$ cat config.mk
export PLATFORM = sky130hd
export DESIGN_NAME = pll_clock_control
export DESIGN_NICKNAME = d
export VERILOG_FILES = /design/src/verilog/pll_clock_pkg.sv /design/src/verilog/settle_if.sv /design/src/verilog/pll_clock_control.sv /design/src/verilog/settle_timer.sv
export SDC_FILE = /design/constraint.sdc
export NUM_CORES = 1
export LEC_CHECK = 0
export BUFFER_PORTS_ARGS = -buffer_cell sky130_fd_sc_hd__buf_2
export CAP_MARGIN = 15
export CORE_ASPECT_RATIO = 1.75
export CORE_MARGIN = 2
export CORE_UTILIZATION = 32
export DETAILED_ROUTE_END_ITERATION = 8
export PLACE_DENSITY = 0.6
export SYNTH_ARGS = -nofsm -noshare
export SYNTH_HDL_FRONTEND = slang
export SYNTH_SLANG_ARGS = --single-unit
$ cat constraint.sdc
create_clock -name sys_clk -period 1.7 [get_ports sys_clk]
set_input_delay 0.085 -clock sys_clk [delete_from_list [all_inputs] [get_ports sys_clk]]
set_output_delay 0.085 -clock sys_clk [all_outputs]
set_load 0.01 [all_outputs]
$ cat src/verilog/pll_clock_pkg.sv
// Shared constants, types and state layouts of the clock generator control block.
package pll_clock_pkg;

    // ------------------------------------------------------------------
    // Register map
    // ------------------------------------------------------------------
    localparam logic [31:0] ADDR_CLOCK_SOURCE_CONTROL      = 32'hfffff822; // Clock control.
    localparam logic [31:0] ADDR_PLL_DIVIDE_SELECT         = 32'hfffff842; // PLL divider.
    localparam logic [31:0] ADDR_PRIMARY_PROTECT_COMMAND   = 32'hfffff800; // Unlocks control.
    localparam logic [31:0] ADDR_SECONDARY_PROTECT_COMMAND = 32'hfffff1fc; // Second command.
    localparam logic [31:0] ADDR_PROTECT_STATUS_REGISTER   = 32'hfffff802; // Error status.

    // ------------------------------------------------------------------
    // Field positions and reset values
    // ------------------------------------------------------------------
    localparam int unsigned PLL_ON_BIT          = 7;      // PLL enable in clock control.
    localparam int unsigned SETTLE_SEL_BIT      = 5;      // Count length select.
    localparam int unsigned HALVE_SEL_BIT       = 0;      // Divide-by-2 select.
    localparam int unsigned PROTECT_ERR_BIT     = 0;      // Error flag in status.
    localparam logic [7:0]  CLOCK_CONTROL_RESET = 8'h00;  // Clock control after reset.
    localparam logic [7:0]  DIVIDE_RESET        = 8'h00;  // Divider after reset.
    localparam logic [7:0]  STATUS_RESET        = 8'h00;  // Status after reset.
    localparam logic [4:0]  STATUS_WORD_REG     = 5'h05;  // System register of the status word.

    // ------------------------------------------------------------------
    // Timing: counts are in oscillator periods, converted to sys_clk cycles
    // ------------------------------------------------------------------
    localparam int unsigned OSC_PERIOD_NS        = 40;     // Oscillator clock period.
    localparam int unsigned SYS_CLK_PERIOD_NS    = 40;     // Period of sys_clk.
    localparam int unsigned WATCH_SHORT_PERIODS  = 5300;   // WATCH release, short select.
    localparam int unsigned WATCH_LONG_PERIODS   = 10600;  // WATCH release, long select.
    localparam int unsigned STOP_SHORT_PERIODS   = 50300;  // STOP release, short select.
    localparam int unsigned STOP_LONG_PERIODS    = 100600; // STOP release, long select.
    localparam int unsigned WATCH_SHORT_CYCLES   =
        (WATCH_SHORT_PERIODS * OSC_PERIOD_NS + SYS_CLK_PERIOD_NS - 1) / SYS_CLK_PERIOD_NS;
    localparam int unsigned WATCH_LONG_CYCLES    =
        (WATCH_LONG_PERIODS * OSC_PERIOD_NS + SYS_CLK_PERIOD_NS - 1) / SYS_CLK_PERIOD_NS;
    localparam int unsigned STOP_SHORT_CYCLES    =
        (STOP_SHORT_PERIODS * OSC_PERIOD_NS + SYS_CLK_PERIOD_NS - 1) / SYS_CLK_PERIOD_NS;
    localparam int unsigned STOP_LONG_CYCLES     =
        (STOP_LONG_PERIODS * OSC_PERIOD_NS + SYS_CLK_PERIOD_NS - 1) / SYS_CLK_PERIOD_NS;
    localparam int unsigned SETTLE_W             = 17;     // Holds the longest count.

    // ------------------------------------------------------------------
    // Types
    // ------------------------------------------------------------------
    // System clock source as steered to the clock tree.
    typedef enum logic [1:0] {
        SRC_DIRECT,
        SRC_PLL_X4,
        SRC_PLL_X2
    } clk_src_t;

    // Whole state of the control module.
    typedef struct packed {
        logic       pllOn;       // PLL enable bit.
        logic       settleSel;   // Long count select bit.
        logic       halveSel;    // Divide-by-2 select bit.
        logic       protectErr;  // Sticky protection error.
        logic       armed;       // Primary command just written.
        logic       irqBlock;    // Interrupt sampling held off.
        logic [7:0] rdData;      // Read answer.
        logic       rdValid;     // Read answer strobe.
        clk_src_t   clkSrc;      // Selected clock source.
    } ctrl_state_t;

    // Whole state of the settle timer.
    typedef struct packed {
        logic [SETTLE_W-1:0] remain; // Cycles still to hold.
        logic                busy;   // Clock delivery frozen.
    } timer_state_t;

endpackage : pll_clock_pkg

$ cat src/verilog/settle_if.sv
// Connection between the clock control logic and its settle timer.
`timescale 1ns/10ps
`default_nettype none
interface settle_if;
    import pll_clock_pkg::*;

    logic                load;      // One-cycle start pulse.
    logic [SETTLE_W-1:0] loadValue; // Cycles to hold, at least one.
    logic                busy;      // Timer still counting.

    modport ctrl  (output load, output loadValue, input busy);
    modport timer (input load, input loadValue, output busy);
endinterface : settle_if
`default_nettype wire

$ cat src/verilog/pll_clock_control.sv
// Clock source selection, a protected clock control register and settle timing.
//
// How it works
// - No interrupt sampled right after a non-sampling instruction.
// - Irq enable/disable, status-word load, command writes.
// - PLL is off after reset.
// - Oscillator restart starts a settle interval.
// - Clock delivery frozen while the timer counts.
// - Clock control: bit7 PLL on, bit5 select.
// - Illegal control store sets protection error flag.
// - Clock control takes byte and bit accesses.
// - PLL off selects the oscillator clock directly.
// - PLL on switches over once lock is reached.
// - Count lengths follow select bit and release kind.
// - Divider select picks times four or two.
// - Divider: bit0 select, other bits read zero.
// - Divider takes byte and bit accesses.
`timescale 1ns/10ps
`default_nettype none
module pll_clock_control #(
    parameter int unsigned WATCH_SHORT = pll_clock_pkg::WATCH_SHORT_CYCLES, // Cycles.
    parameter int unsigned WATCH_LONG  = pll_clock_pkg::WATCH_LONG_CYCLES,  // Cycles.
    parameter int unsigned STOP_SHORT  = pll_clock_pkg::STOP_SHORT_CYCLES,  // Cycles.
    parameter int unsigned STOP_LONG   = pll_clock_pkg::STOP_LONG_CYCLES    // Cycles.
) (
    input  wire logic                sys_clk,
    input  wire logic                reset,
    input  wire logic [31:0]         busAddr,
    input  wire logic                busWrite,
    input  wire logic                busRead,
    input  wire logic                busBitAccess,
    input  wire logic [2:0]          busBitIndex,
    input  wire logic [7:0]          busWrData,
    output logic [7:0]               busRdData,
    output logic                     busRdValid,
    input  wire logic                instrDone,
    input  wire logic                instrIrqEnable,
    input  wire logic                instrIrqDisable,
    input  wire logic                instrSysRegLoad,
    input  wire logic [4:0]          sysRegNum,
    input  wire logic                watchRelease,
    input  wire logic                stopRelease,
    input  wire logic                pllLocked,
    output logic                     pllPowerOn,
    output var pll_clock_pkg::clk_src_t clkSource,
    output logic                     clockHold,
    output logic                     irqSampleBlock,
    output logic                     protectError
);
    import pll_clock_pkg::*;

    // ------------------------------------------------------------------
    // Declarations
    // ------------------------------------------------------------------
    ctrl_state_t st_ff;        // Registered control state.
    ctrl_state_t nxt_st;       // Next control state.
    settle_if    settle ();    // Link to the settle timer.

    logic        anyAccess;    // Any read or write on the bus this cycle.
    logic        hitControl;   // Address hits clock control.
    logic        hitDivide;    // Address hits the divider.
    logic        hitStatus;    // Address hits protection status.
    logic        hitPrimary;   // Address hits the primary command.
    logic        hitSecondary; // Address hits the secondary command.
    logic        cmdByteWrite; // Byte write to either command register.
    logic        nonSampling;  // A non-sampling instruction this cycle.
    logic [7:0]  controlView;  // Clock control as read.
    logic [7:0]  divideView;   // Divider as read.
    logic [7:0]  statusView;   // Status as read.
    logic [7:0]  controlNew;   // Clock control after a write.
    logic [7:0]  divideNew;    // Divider after a write.
    logic [7:0]  statusNew;    // Status after a write.

    // Long counts are parameters so that simulation can shorten them.
    localparam logic [SETTLE_W-1:0] WATCH_SHORT_V = WATCH_SHORT[SETTLE_W-1:0];
    localparam logic [SETTLE_W-1:0] WATCH_LONG_V  = WATCH_LONG[SETTLE_W-1:0];
    localparam logic [SETTLE_W-1:0] STOP_SHORT_V  = STOP_SHORT[SETTLE_W-1:0];
    localparam logic [SETTLE_W-1:0] STOP_LONG_V   = STOP_LONG[SETTLE_W-1:0];

    // ------------------------------------------------------------------
    // Address decode
    // ------------------------------------------------------------------
    // Only exact byte addresses match; everything else reads as zero.
    always_comb begin
        anyAccess    = busWrite | busRead;
        hitControl   = (busAddr == ADDR_CLOCK_SOURCE_CONTROL);
        hitDivide    = (busAddr == ADDR_PLL_DIVIDE_SELECT);
        hitStatus    = (busAddr == ADDR_PROTECT_STATUS_REGISTER);
        hitPrimary   = (busAddr == ADDR_PRIMARY_PROTECT_COMMAND);
        hitSecondary = (busAddr == ADDR_SECONDARY_PROTECT_COMMAND);
        cmdByteWrite = busWrite & ~busBitAccess & (hitPrimary | hitSecondary);
    end

    // ------------------------------------------------------------------
    // Read views and write merging
    // ------------------------------------------------------------------
    // Unused control bits and the upper divider bits are constant zero,
    // so a write of one there is simply dropped.
    always_comb begin
        controlView                 = CLOCK_CONTROL_RESET;
        controlView[PLL_ON_BIT]     = st_ff.pllOn;
        controlView[SETTLE_SEL_BIT] = st_ff.settleSel;
        divideView                  = DIVIDE_RESET;
        divideView[HALVE_SEL_BIT]   = st_ff.halveSel;
        statusView                  = STATUS_RESET;
        statusView[PROTECT_ERR_BIT] = st_ff.protectErr;
        // A bit access changes one bit and keeps the others.
        controlNew = busWrData;
        divideNew  = busWrData;
        statusNew  = busWrData;
        if (busBitAccess) begin
            controlNew              = controlView;
            controlNew[busBitIndex] = busWrData[0];
            divideNew               = divideView;
            divideNew[busBitIndex]  = busWrData[0];
            statusNew               = statusView;
            statusNew[busBitIndex]  = busWrData[0];
        end
    end

    // ------------------------------------------------------------------
    // Non-sampling instruction detection
    // ------------------------------------------------------------------
    // The protect-command stores are seen on the bus, the others are
    // reported by the core as they complete.
    always_comb begin
        nonSampling = instrIrqEnable | instrIrqDisable | cmdByteWrite
                    | (instrSysRegLoad & (sysRegNum == STATUS_WORD_REG));
    end

    // ------------------------------------------------------------------
    // Settle timer start
    // ------------------------------------------------------------------
    // STOP release takes priority if both arrive together, because its
    // interval is the longer and therefore the safer one.
    always_comb begin
        settle.load      = watchRelease | stopRelease;
        settle.loadValue = WATCH_SHORT_V;
        if (stopRelease) begin
            settle.loadValue = st_ff.settleSel ? STOP_LONG_V : STOP_SHORT_V;
        end else if (watchRelease) begin
            settle.loadValue = st_ff.settleSel ? WATCH_LONG_V : WATCH_SHORT_V;
        end
    end

    // ------------------------------------------------------------------
    // Next control state
    // ------------------------------------------------------------------
    always_comb begin
        nxt_st         = st_ff;
        nxt_st.rdValid = busRead;
        nxt_st.rdData  = '0;

        // Reads answer on the next edge.
        if (busRead) begin
            if (hitControl) begin
                nxt_st.rdData = controlView;
            end else if (hitDivide) begin
                nxt_st.rdData = divideView;
            end else if (hitStatus) begin
                nxt_st.rdData = statusView;
            end
        end

        // The unlock lasts for exactly the one access after the command.
        if (anyAccess) begin
            nxt_st.armed = 1'b0;
        end
        if (busWrite & ~busBitAccess & hitPrimary) begin
            nxt_st.armed = 1'b1;
        end

        // Clock control is only written when unlocked.
        if (busWrite & hitControl) begin
            if (st_ff.armed) begin
                nxt_st.pllOn     = controlNew[PLL_ON_BIT];
                nxt_st.settleSel = controlNew[SETTLE_SEL_BIT];
            end
        end

        // Divider write, unprotected.
        if (busWrite & hitDivide) begin
            nxt_st.halveSel = divideNew[HALVE_SEL_BIT];
        end

        // Software clears the error by writing zero; a new error in the
        // same cycle wins so that no violation is lost.
        if (busWrite & hitStatus & ~statusNew[PROTECT_ERR_BIT]) begin
            nxt_st.protectErr = 1'b0;
        end
        if (busWrite & hitControl & ~st_ff.armed) begin
            nxt_st.protectErr = 1'b1;
        end

        // Hold off sampling until the next instruction has completed.
        if (nonSampling) begin
            nxt_st.irqBlock = 1'b1;
        end else if (instrDone) begin
            nxt_st.irqBlock = 1'b0;
        end

        // Clock source follows the enable and lock, never jumping to an
        // unlocked PLL output.
        unique case (st_ff.clkSrc)
            SRC_DIRECT: begin
                if (st_ff.pllOn & pllLocked) begin
                    nxt_st.clkSrc = st_ff.halveSel ? SRC_PLL_X2 : SRC_PLL_X4;
                end
            end
            SRC_PLL_X4, SRC_PLL_X2: begin
                if (~st_ff.pllOn | ~pllLocked) begin
                    nxt_st.clkSrc = SRC_DIRECT;
                end else begin
                    nxt_st.clkSrc = st_ff.halveSel ? SRC_PLL_X2 : SRC_PLL_X4;
                end
            end
            default: begin
                nxt_st.clkSrc = SRC_DIRECT;
            end
        endcase
    end

    // ------------------------------------------------------------------
    // State register
    // ------------------------------------------------------------------
    // Reset brings the PLL up switched off and the oscillator selected.
    always_ff @(posedge sys_clk) begin
        if (reset) begin
            st_ff        <= '0;
            st_ff.clkSrc <= SRC_DIRECT;
        end else begin
            st_ff <= nxt_st;
        end
    end

    // ------------------------------------------------------------------
    // Settle timer
    // ------------------------------------------------------------------
    // The timer is its own small block so that its wide counter is kept
    // apart from the register logic.
    settle_timer u_settle_timer (
        .sys_clk (sys_clk),
        .reset   (reset),
        .tmr     (settle)
    );

    // ------------------------------------------------------------------
    // Outputs, all straight from flip-flops
    // ------------------------------------------------------------------
    assign busRdData      = st_ff.rdData;
    assign busRdValid     = st_ff.rdValid;
    assign pllPowerOn     = st_ff.pllOn;
    assign clkSource      = st_ff.clkSrc;
    assign clockHold      = settle.busy;
    assign irqSampleBlock = st_ff.irqBlock;
    assign protectError   = st_ff.protectErr;

endmodule : pll_clock_control
`default_nettype wire

$ cat src/verilog/settle_timer.sv
// Down-counter that freezes clock delivery for a loaded number of cycles.
`timescale 1ns/10ps
`default_nettype none
module settle_timer (
    input  wire logic sys_clk,
    input  wire logic reset,
    settle_if.timer   tmr
);
    import pll_clock_pkg::*;

    timer_state_t st_ff;   // Registered timer state.
    timer_state_t nxt_st;  // Next timer state.

    // ------------------------------------------------------------------
    // Next state
    // ------------------------------------------------------------------
    // A new load restarts the count from the new value, so a second release
    // can cut short or extend the interval that the first one began.
    always_comb begin
        nxt_st = st_ff;
        if (tmr.load) begin
            nxt_st.remain = tmr.loadValue;
            nxt_st.busy   = 1'b1;
        end else if (st_ff.remain != '0) begin
            nxt_st.remain = st_ff.remain - 1'b1;
            nxt_st.busy   = (st_ff.remain != {{(SETTLE_W-1){1'b0}}, 1'b1});
        end else begin
            nxt_st.busy = 1'b0;
        end
    end

    // ------------------------------------------------------------------
    // State register
    // ------------------------------------------------------------------
    // Reset leaves the clock running freely.
    always_ff @(posedge sys_clk) begin
        if (reset) begin
            st_ff <= '0;
        end else begin
            st_ff <= nxt_st;
        end
    end

    assign tmr.busy = st_ff.busy; // Straight from the flip-flop.

endmodule : settle_timer
`default_nettype wire

==> results of run 1 <==
## per-stage QoR
step	TNS, ns	power (mW)
2_1_floorplan	0	0.9660
3_3_place_gp	-0.07564	1.132
3_5_place_dp	-0.2654	1.137
4_1_cts	0	1.879
5_1_grt	-0.2084	1.958
6_report	0	1.884
## cells in the mapped netlist (3+ instances only)
master	n
xnor2_1	7
nor2_1	23
ha_1	4
nand4_1	9
nand3_1	16
a211oi_1	3
a31oi_1	5
buf_4	10
o31ai_2	4
or3_1	5
xor2_1	7
inv_1	13
a21oi_1	11
dfxtp_1	30
nand2_1	23
nor3b_1	3
nor3_1	9
clkbuf_1	4
nor4_1	4
## metal layers
layer | vias up | share of wire [%] | GRT usage [%]
met4 | 0 | 2.3 | 7.619
met5 | - | 0 | 0
li1 | 1031 | - | -
met1 | 976 | 35 | 15.82
met3 | 10 | 4.4 | 1.987
met2 | 68 | 59 | 35.64
## worst paths after layout
check	startpoint	to	slack, ns	depth (start not counted)
worst max register to register	u_settle_timer.st_ff[4]	u_settle_timer.st_ff[16]	0.03	5
worst min register to register	st_ff[12]	st_ff[12]	0.50	2
worst max-delay path	u_settle_timer.st_ff[4]	u_settle_timer.st_ff[16]	0.03	5
worst min-delay path	reset	u_settle_timer.st_ff[5]	0.03	2
## timing repair
action | 4_1_cts | 5_1_grt
pin swaps | 0 | 6
gates cloned | 0 | 0
endpoints found under the setup margin | 11 | 14
endpoints found under the hold margin | 0 | 0
resized for setup | 3 | 11
buffers inserted | 0 | 1
## area by class of cell
type	count	area [um^2]	share of cell area, %
tap	78	97.59	3.650
timing repair buffer	90	519.2	19.42
sequential	30	604.3	22.60
clock buffer	5	68.82	2.574
clock inverter	3	45.04	1.685
multi-input combinational	183	1286	48.10
inverter	14	52.55	1.965
## logic make-up (layout without fill, tap and decap cells)
family,Yosys count,count (layout),synth area share (%)
AO/OA/AOI/OAI,38,38,14.90
XOR/XNOR,14,14,6.266
adder cells (fa/ha/maj),4,4,2.558
buffers and inverters,28,112,7.289
flip-flops,30,30,30.69
multiplexers,2,2,1.023
other,1,5,0.1916
AND/OR/NAND/NOR,120,120,37.08
## sequential cells by signal, indices dropped and copies added (netlist names)
register	count
u_settle_timer.tmr.busy	1
st_ff	1
divideView	1
protectError	1
busRdValid	1
irqSampleBlock	1
busRdData	3
u_settle_timer.st_ff	17
clkSource	2
controlView	1
pllPowerOn	1
## power breakdown
part	internal [mW]	leakage, nW	switching, mW	total (mW)
logic	0.185	0.820	0.203	0.388
registers	0.731	0.247	0.0246	0.755
clock network	0.436	0.0504	0.306	0.741
total	1.35	1.12	0.533	1.88
## worst reg2reg max path, cell delays in order (launching register included)
cell and delay [ns]:
dfxtp_2 0.34, or4_4 0.60, nor3b_4 0.24, nand3_1 0.12
xor2_1 0.17, o22ai_1 0.09
==> impl_metrics.env, run 1 <==
export IMPL_start_util_pct=33.28
export IMPL_design_area_um2=2674
export IMPL_path_cells="or4_4, nor3b_4, nand3_1, xor2_1, o22ai_1"
export IMPL_critPathKind="flip-flop to flip-flop"
export IMPL_cts_sinks=30
export IMPL_p_per_area_nw_per_um2=704.7
export IMPL_numPortBuffers=64
export IMPL_crit_required_ns=1.88
export IMPL_drive_gt1_share_pct=39.38
export IMPL_grt_max_degree=17
export IMPL_fin_ws_ns=0.03495
export IMPL_synthFlopType="dfxtp_1"
export IMPL_place_area_um2=2496
export IMPL_clock_fmax_mhz=600.6
export IMPL_path_delay_family="simple AND/OR/NAND/NOR gates"
export IMPL_dp_slack_ns=-0.04868
export IMPL_cts_root_buf="clkbuf_8"
export IMPL_hold_violations=0
export IMPL_synth_top_area_share_pct=30.69
export IMPL_grt_use_total_pct=17.09
export IMPL_yosys_warnings=0
export IMPL_critPathCaptureType="flip-flop"
export IMPL_cts_tree="built"
export IMPL_crit_buf_inv=0
export IMPL_fin_hold_ws_ns=0.02748
export IMPL_synthCells=237
export IMPL_routedWlPerCell_um=14.21
export IMPL_rows=37
export IMPL_skew_ns=0.01029
export IMPL_synth_area_leaders="dfxtp_1, nand2_1, nor2_1, nand3_1, buf_4"
export IMPL_crit_fanout=3
export IMPL_n_fill_cell=625
export IMPL_antenna_found_initial=0
export IMPL_ys_ff_latch=30
export IMPL_arrival_ns=1.84
export IMPL_die_area_um2=6782
export IMPL_remaining_drc_errors=0
export IMPL_num_antenna_cells=0
export IMPL_drtIter0Drc=40
export IMPL_ant_nets=0
export IMPL_finalMaxSlewViolations=0
export IMPL_yosys_cell_types_count=51
export IMPL_yosysTopAreaCell="dfxtp_1"
export IMPL_final_common_cell="buf_2"
export IMPL_syn_to_final_growth_pct=36.64
export IMPL_hold_buffers=0
export IMPL_grt_pass1_wl_mm=9.156
export IMPL_vdd_drop_max_uv=301.2
export IMPL_p_leak_nw=1.117
export IMPL_die_width_um=63.12
export IMPL_placedCellCount=394
export IMPL_hold_path_class="input port to flip-flop"
export IMPL_synth_edf_count=0
export IMPL_finish_utilization_pct=45.48
export IMPL_cts_clk_slew_worst_paths_ns=0.07
export IMPL_cpPeakStageDelay_ns=0.60
export IMPL_coreArea_um2=5879
export IMPL_clock_latency_ns=0.29
export IMPL_cts_htree_levels=2
export IMPL_grt_overflow_total=0
export IMPL_instances_no_fill=403
export IMPL_clockBufferDepth=2
export IMPL_syn_area_per_cell_um2=8.257
export IMPL_synthArstFlopShare_pct=0
export IMPL_die_y_um=107.5
export IMPL_finalCriticalPeriod_ns=1.665
export IMPL_synth_area_um2=1957
export IMPL_gp_congestion=0.7975
export IMPL_grt_pass1_vias=2113
export IMPL_seq_area_frac_synth_pct=30.69
export IMPL_cts_made_buffers=5
export IMPL_setup_viol=0
export IMPL_wl_mm=5.725
export IMPL_status="finished, final reports clean"
export IMPL_start_kind="flip-flop"
export IMPL_crit_path_top_delay_cell="or4_4"
export IMPL_finalNetCount=388
export IMPL_ios=75
export IMPL_vias=2085
export IMPL_rsz0062_at_grt="true"
export IMPL_drv_cap=0
export IMPL_final_cell_mix="buf_2, dfxtp_1, buf_4"
export IMPL_dr_pass1_iters=4
export IMPL_fin_crit_sh_pct=97.94
export IMPL_vias_per_cell=5.174
export IMPL_dp_hpwl_mm=4.697
Note: power is estimated with default switching activity, not from simulation.
==> run 2, diff against run 1 <==
ABC_AREA = 1   (was unset)
==> impl_metrics.env, run 2 <==
export IMPL_top_register="u_settle_timer.st_ff"
export IMPL_cts_tree="built"
export IMPL_synthTopCellsByCount="nand2_1, nor2_1, inv_1, dfxtp_1, nand3_1"
export IMPL_vias=2231
export IMPL_r2r_slack_ns=0.15
export IMPL_post_cts_buffers=0
export IMPL_clockBufferDepth=2
export IMPL_crit_required_ns=1.85
export IMPL_synthCells=333
export IMPL_gp_congestion=0.8139
export IMPL_seq_area_frac_synth_pct=28.81
export IMPL_p_leak_nw=1.226
export IMPL_yosys_cell_types_count=38
export IMPL_hold_path_class="input port to flip-flop"
export IMPL_synthFlopType="dfxtp_1"
export IMPL_pwr_share_clk_pct=40.5
export IMPL_yosysTopAreaCell="dfxtp_1"
export IMPL_final_cell_mix="nand2_1, buf_2, nor2_1"
export IMPL_synth_top_area_share_pct=28.81
export IMPL_hold_buffers=0
export IMPL_die_area_um2=7201
export IMPL_die_y_um=110.8
export IMPL_finalCriticalPeriod_ns=1.554
export IMPL_share_comb_of_total_power_pct=17.7
export IMPL_synth_area_um2=2084
export IMPL_drv_cap=0
export IMPL_cts_root_buf="clkbuf_8"
export IMPL_cts_clk_slew_worst_paths_ns=0.07
export IMPL_crit_path_top_delay_cell="dfxtp_1"
export IMPL_rows=38
export IMPL_ios=75
export IMPL_status="finished, final reports clean"
export IMPL_dp_hpwl_mm=4.532
export IMPL_ctsResizeCount=0
export IMPL_grt_overflow_total=0
export IMPL_drtIter0Drc=65
export IMPL_largest_reg_flops=17
export IMPL_cts_htree_levels=2
export IMPL_syn_to_final_growth_pct=22.75
export IMPL_grt_pass1_vias=2237
export IMPL_power_total_mw=1.785
export IMPL_ant_nets=0
export IMPL_clock_fmax_mhz=643.6
export IMPL_skew_ns=0.003759
export IMPL_die_width_um=65.01
export IMPL_grt_use_total_pct=15.79
export IMPL_cpPeakStageDelay_ns=0.32
export IMPL_grt_pass1_wl_mm=9.121
export IMPL_remaining_drc_errors=0
export IMPL_finalMaxSlewViolations=0
export IMPL_path_cells="inv_1, ha_2, nand2_2, nor2_4, nand3_4, nor2_8, inv_4, nand2_4, a21oi_1"
export IMPL_critPathCaptureType="flip-flop"
export IMPL_synth_area_leaders="dfxtp_1, nand2_1, nor2_1, inv_1, nand3_1"
export IMPL_critPathKind="flip-flop to flip-flop"
export IMPL_n_fill_cell=696
export IMPL_drive_gt1_share_pct=24.18
export IMPL_p_per_area_nw_per_um2=697.7
export IMPL_pwr_share_seq_pct=41.9
export IMPL_setup_viol=0
export IMPL_start_kind="flip-flop"
export IMPL_vias_per_cell=4.677
export IMPL_cts_made_buffers=5
export IMPL_synth_edf_count=0
export IMPL_dr_pass1_iters=4
export IMPL_synthArstFlopShare_pct=0
export IMPL_p_int_mw=1.286
export IMPL_rsz0062_at_grt="false"
export IMPL_yosysMostFrequentCell="nand2_1"
export IMPL_antenna_found_initial=0
export IMPL_instances_no_fill=477
export IMPL_finalNetCount=460
export IMPL_num_antenna_cells=0
export IMPL_start_util_pct=33.47
export IMPL_final_common_cell="nand2_1"
export IMPL_routedWlPerCell_um=11.21
export IMPL_coreArea_um2=6228
export IMPL_vdd_drop_max_uv=341.0
export IMPL_crit_fanout=8
export IMPL_grt_max_degree=17
export IMPL_hold_violations=0
export IMPL_clock_latency_ns=0.28
export IMPL_yosys_warnings=0
export IMPL_swShare_pct=27.94
export IMPL_fin_setup_tns_ns=0
export IMPL_numPortBuffers=64
export IMPL_ys_ff_latch=30
export IMPL_crit_buf_inv=2
export IMPL_p_sw_mw=0.4987
export IMPL_arrival_ns=1.71
export IMPL_wl_mm=5.348
export IMPL_placedCellCount=469
export IMPL_syn_area_per_cell_um2=6.260
export IMPL_cts_sinks=30
export IMPL_path_delay_family="simple AND/OR/NAND/NOR gates"
export IMPL_fin_crit_sh_pct=91.39
==> run 2: stage by stage <==
stage	setup WS, ns	area, um^2	hold slack, ns	utilization [%]
6_report	0.1463	2559	0.05446	41.08
5_1_grt	0.01761	2559	0.05594	41.08
4_1_cts	0.1166	2554	0.04334	41.00
3_3_place_gp	0.1510	2440	0.3408	39.17
2_1_floorplan	0.3039	2100	0.2144	-
3_5_place_dp	0.1288	2440	0.3443	39.17
==> run 2: routing by layer <==
layer / up-vias / wire length [um] / GRT usage [%]
li1: 1166 / - / -
met1: 991 / 1859 / 14.98
met2: 64 / 3125 / 32.03
met3: 10 / 265 / 2.944
met4: 0 / 97 / 5.139
met5: - / 0 / 0
==> run 2: worst min-delay path: cells and delay by family <==
family,cells,cell delay [ns]
buffers and inverters,2,0.14
and+or+nand+nor,1,0.05
==> run 2: logic make-up after synthesis <==
kind of cell,after synthesis,share of synthesized area (%)
compound gates,43,12.49
other cells,1,0.1799
fa+ha+maj,4,2.401
buf+inv,67,14.05
xor+xnor,4,1.680
flops,30,28.81
simple gates,184,40.40
==> run 2: cell type report <==
type / count / area, um^2 / area share (%)
multi-input cells: 240 / 1211 / 47.33
flip-flops and latches: 30 / 600.6 / 23.47
repair buffers: 65 / 327.8 / 12.81
inverters: 54 / 205.2 / 8.020
well taps: 80 / 100.1 / 3.912
clock buffers: 5 / 68.82 / 2.689
clock inverters: 3 / 45.04 / 1.760
==> run 2: power groups by stage <==
stage	Combinational [mW]	Clock (mW)	Sequential (mW)
6_report	0.315	0.722	0.748
5_1_grt	0.358	0.777	0.749
4_1_cts	0.315	0.740	0.747
3_5_place_dp	0.313	0	0.763
3_3_place_gp	0.308	0	0.762
2_1_floorplan	0.199	0	0.759
==> run 2: worst paths after layout <==
| path | end | cells after the start | from |
|---|---|---|---|
| min reg2reg | st_ff[12] | 2 | st_ff[12] |
| max reg2reg | u_settle_timer.st_ff[7] | 9 | u_settle_timer.st_ff[1] |
| min | busRdValid | 3 | busRead |
| max | u_settle_timer.st_ff[7] | 9 | u_settle_timer.st_ff[1] |
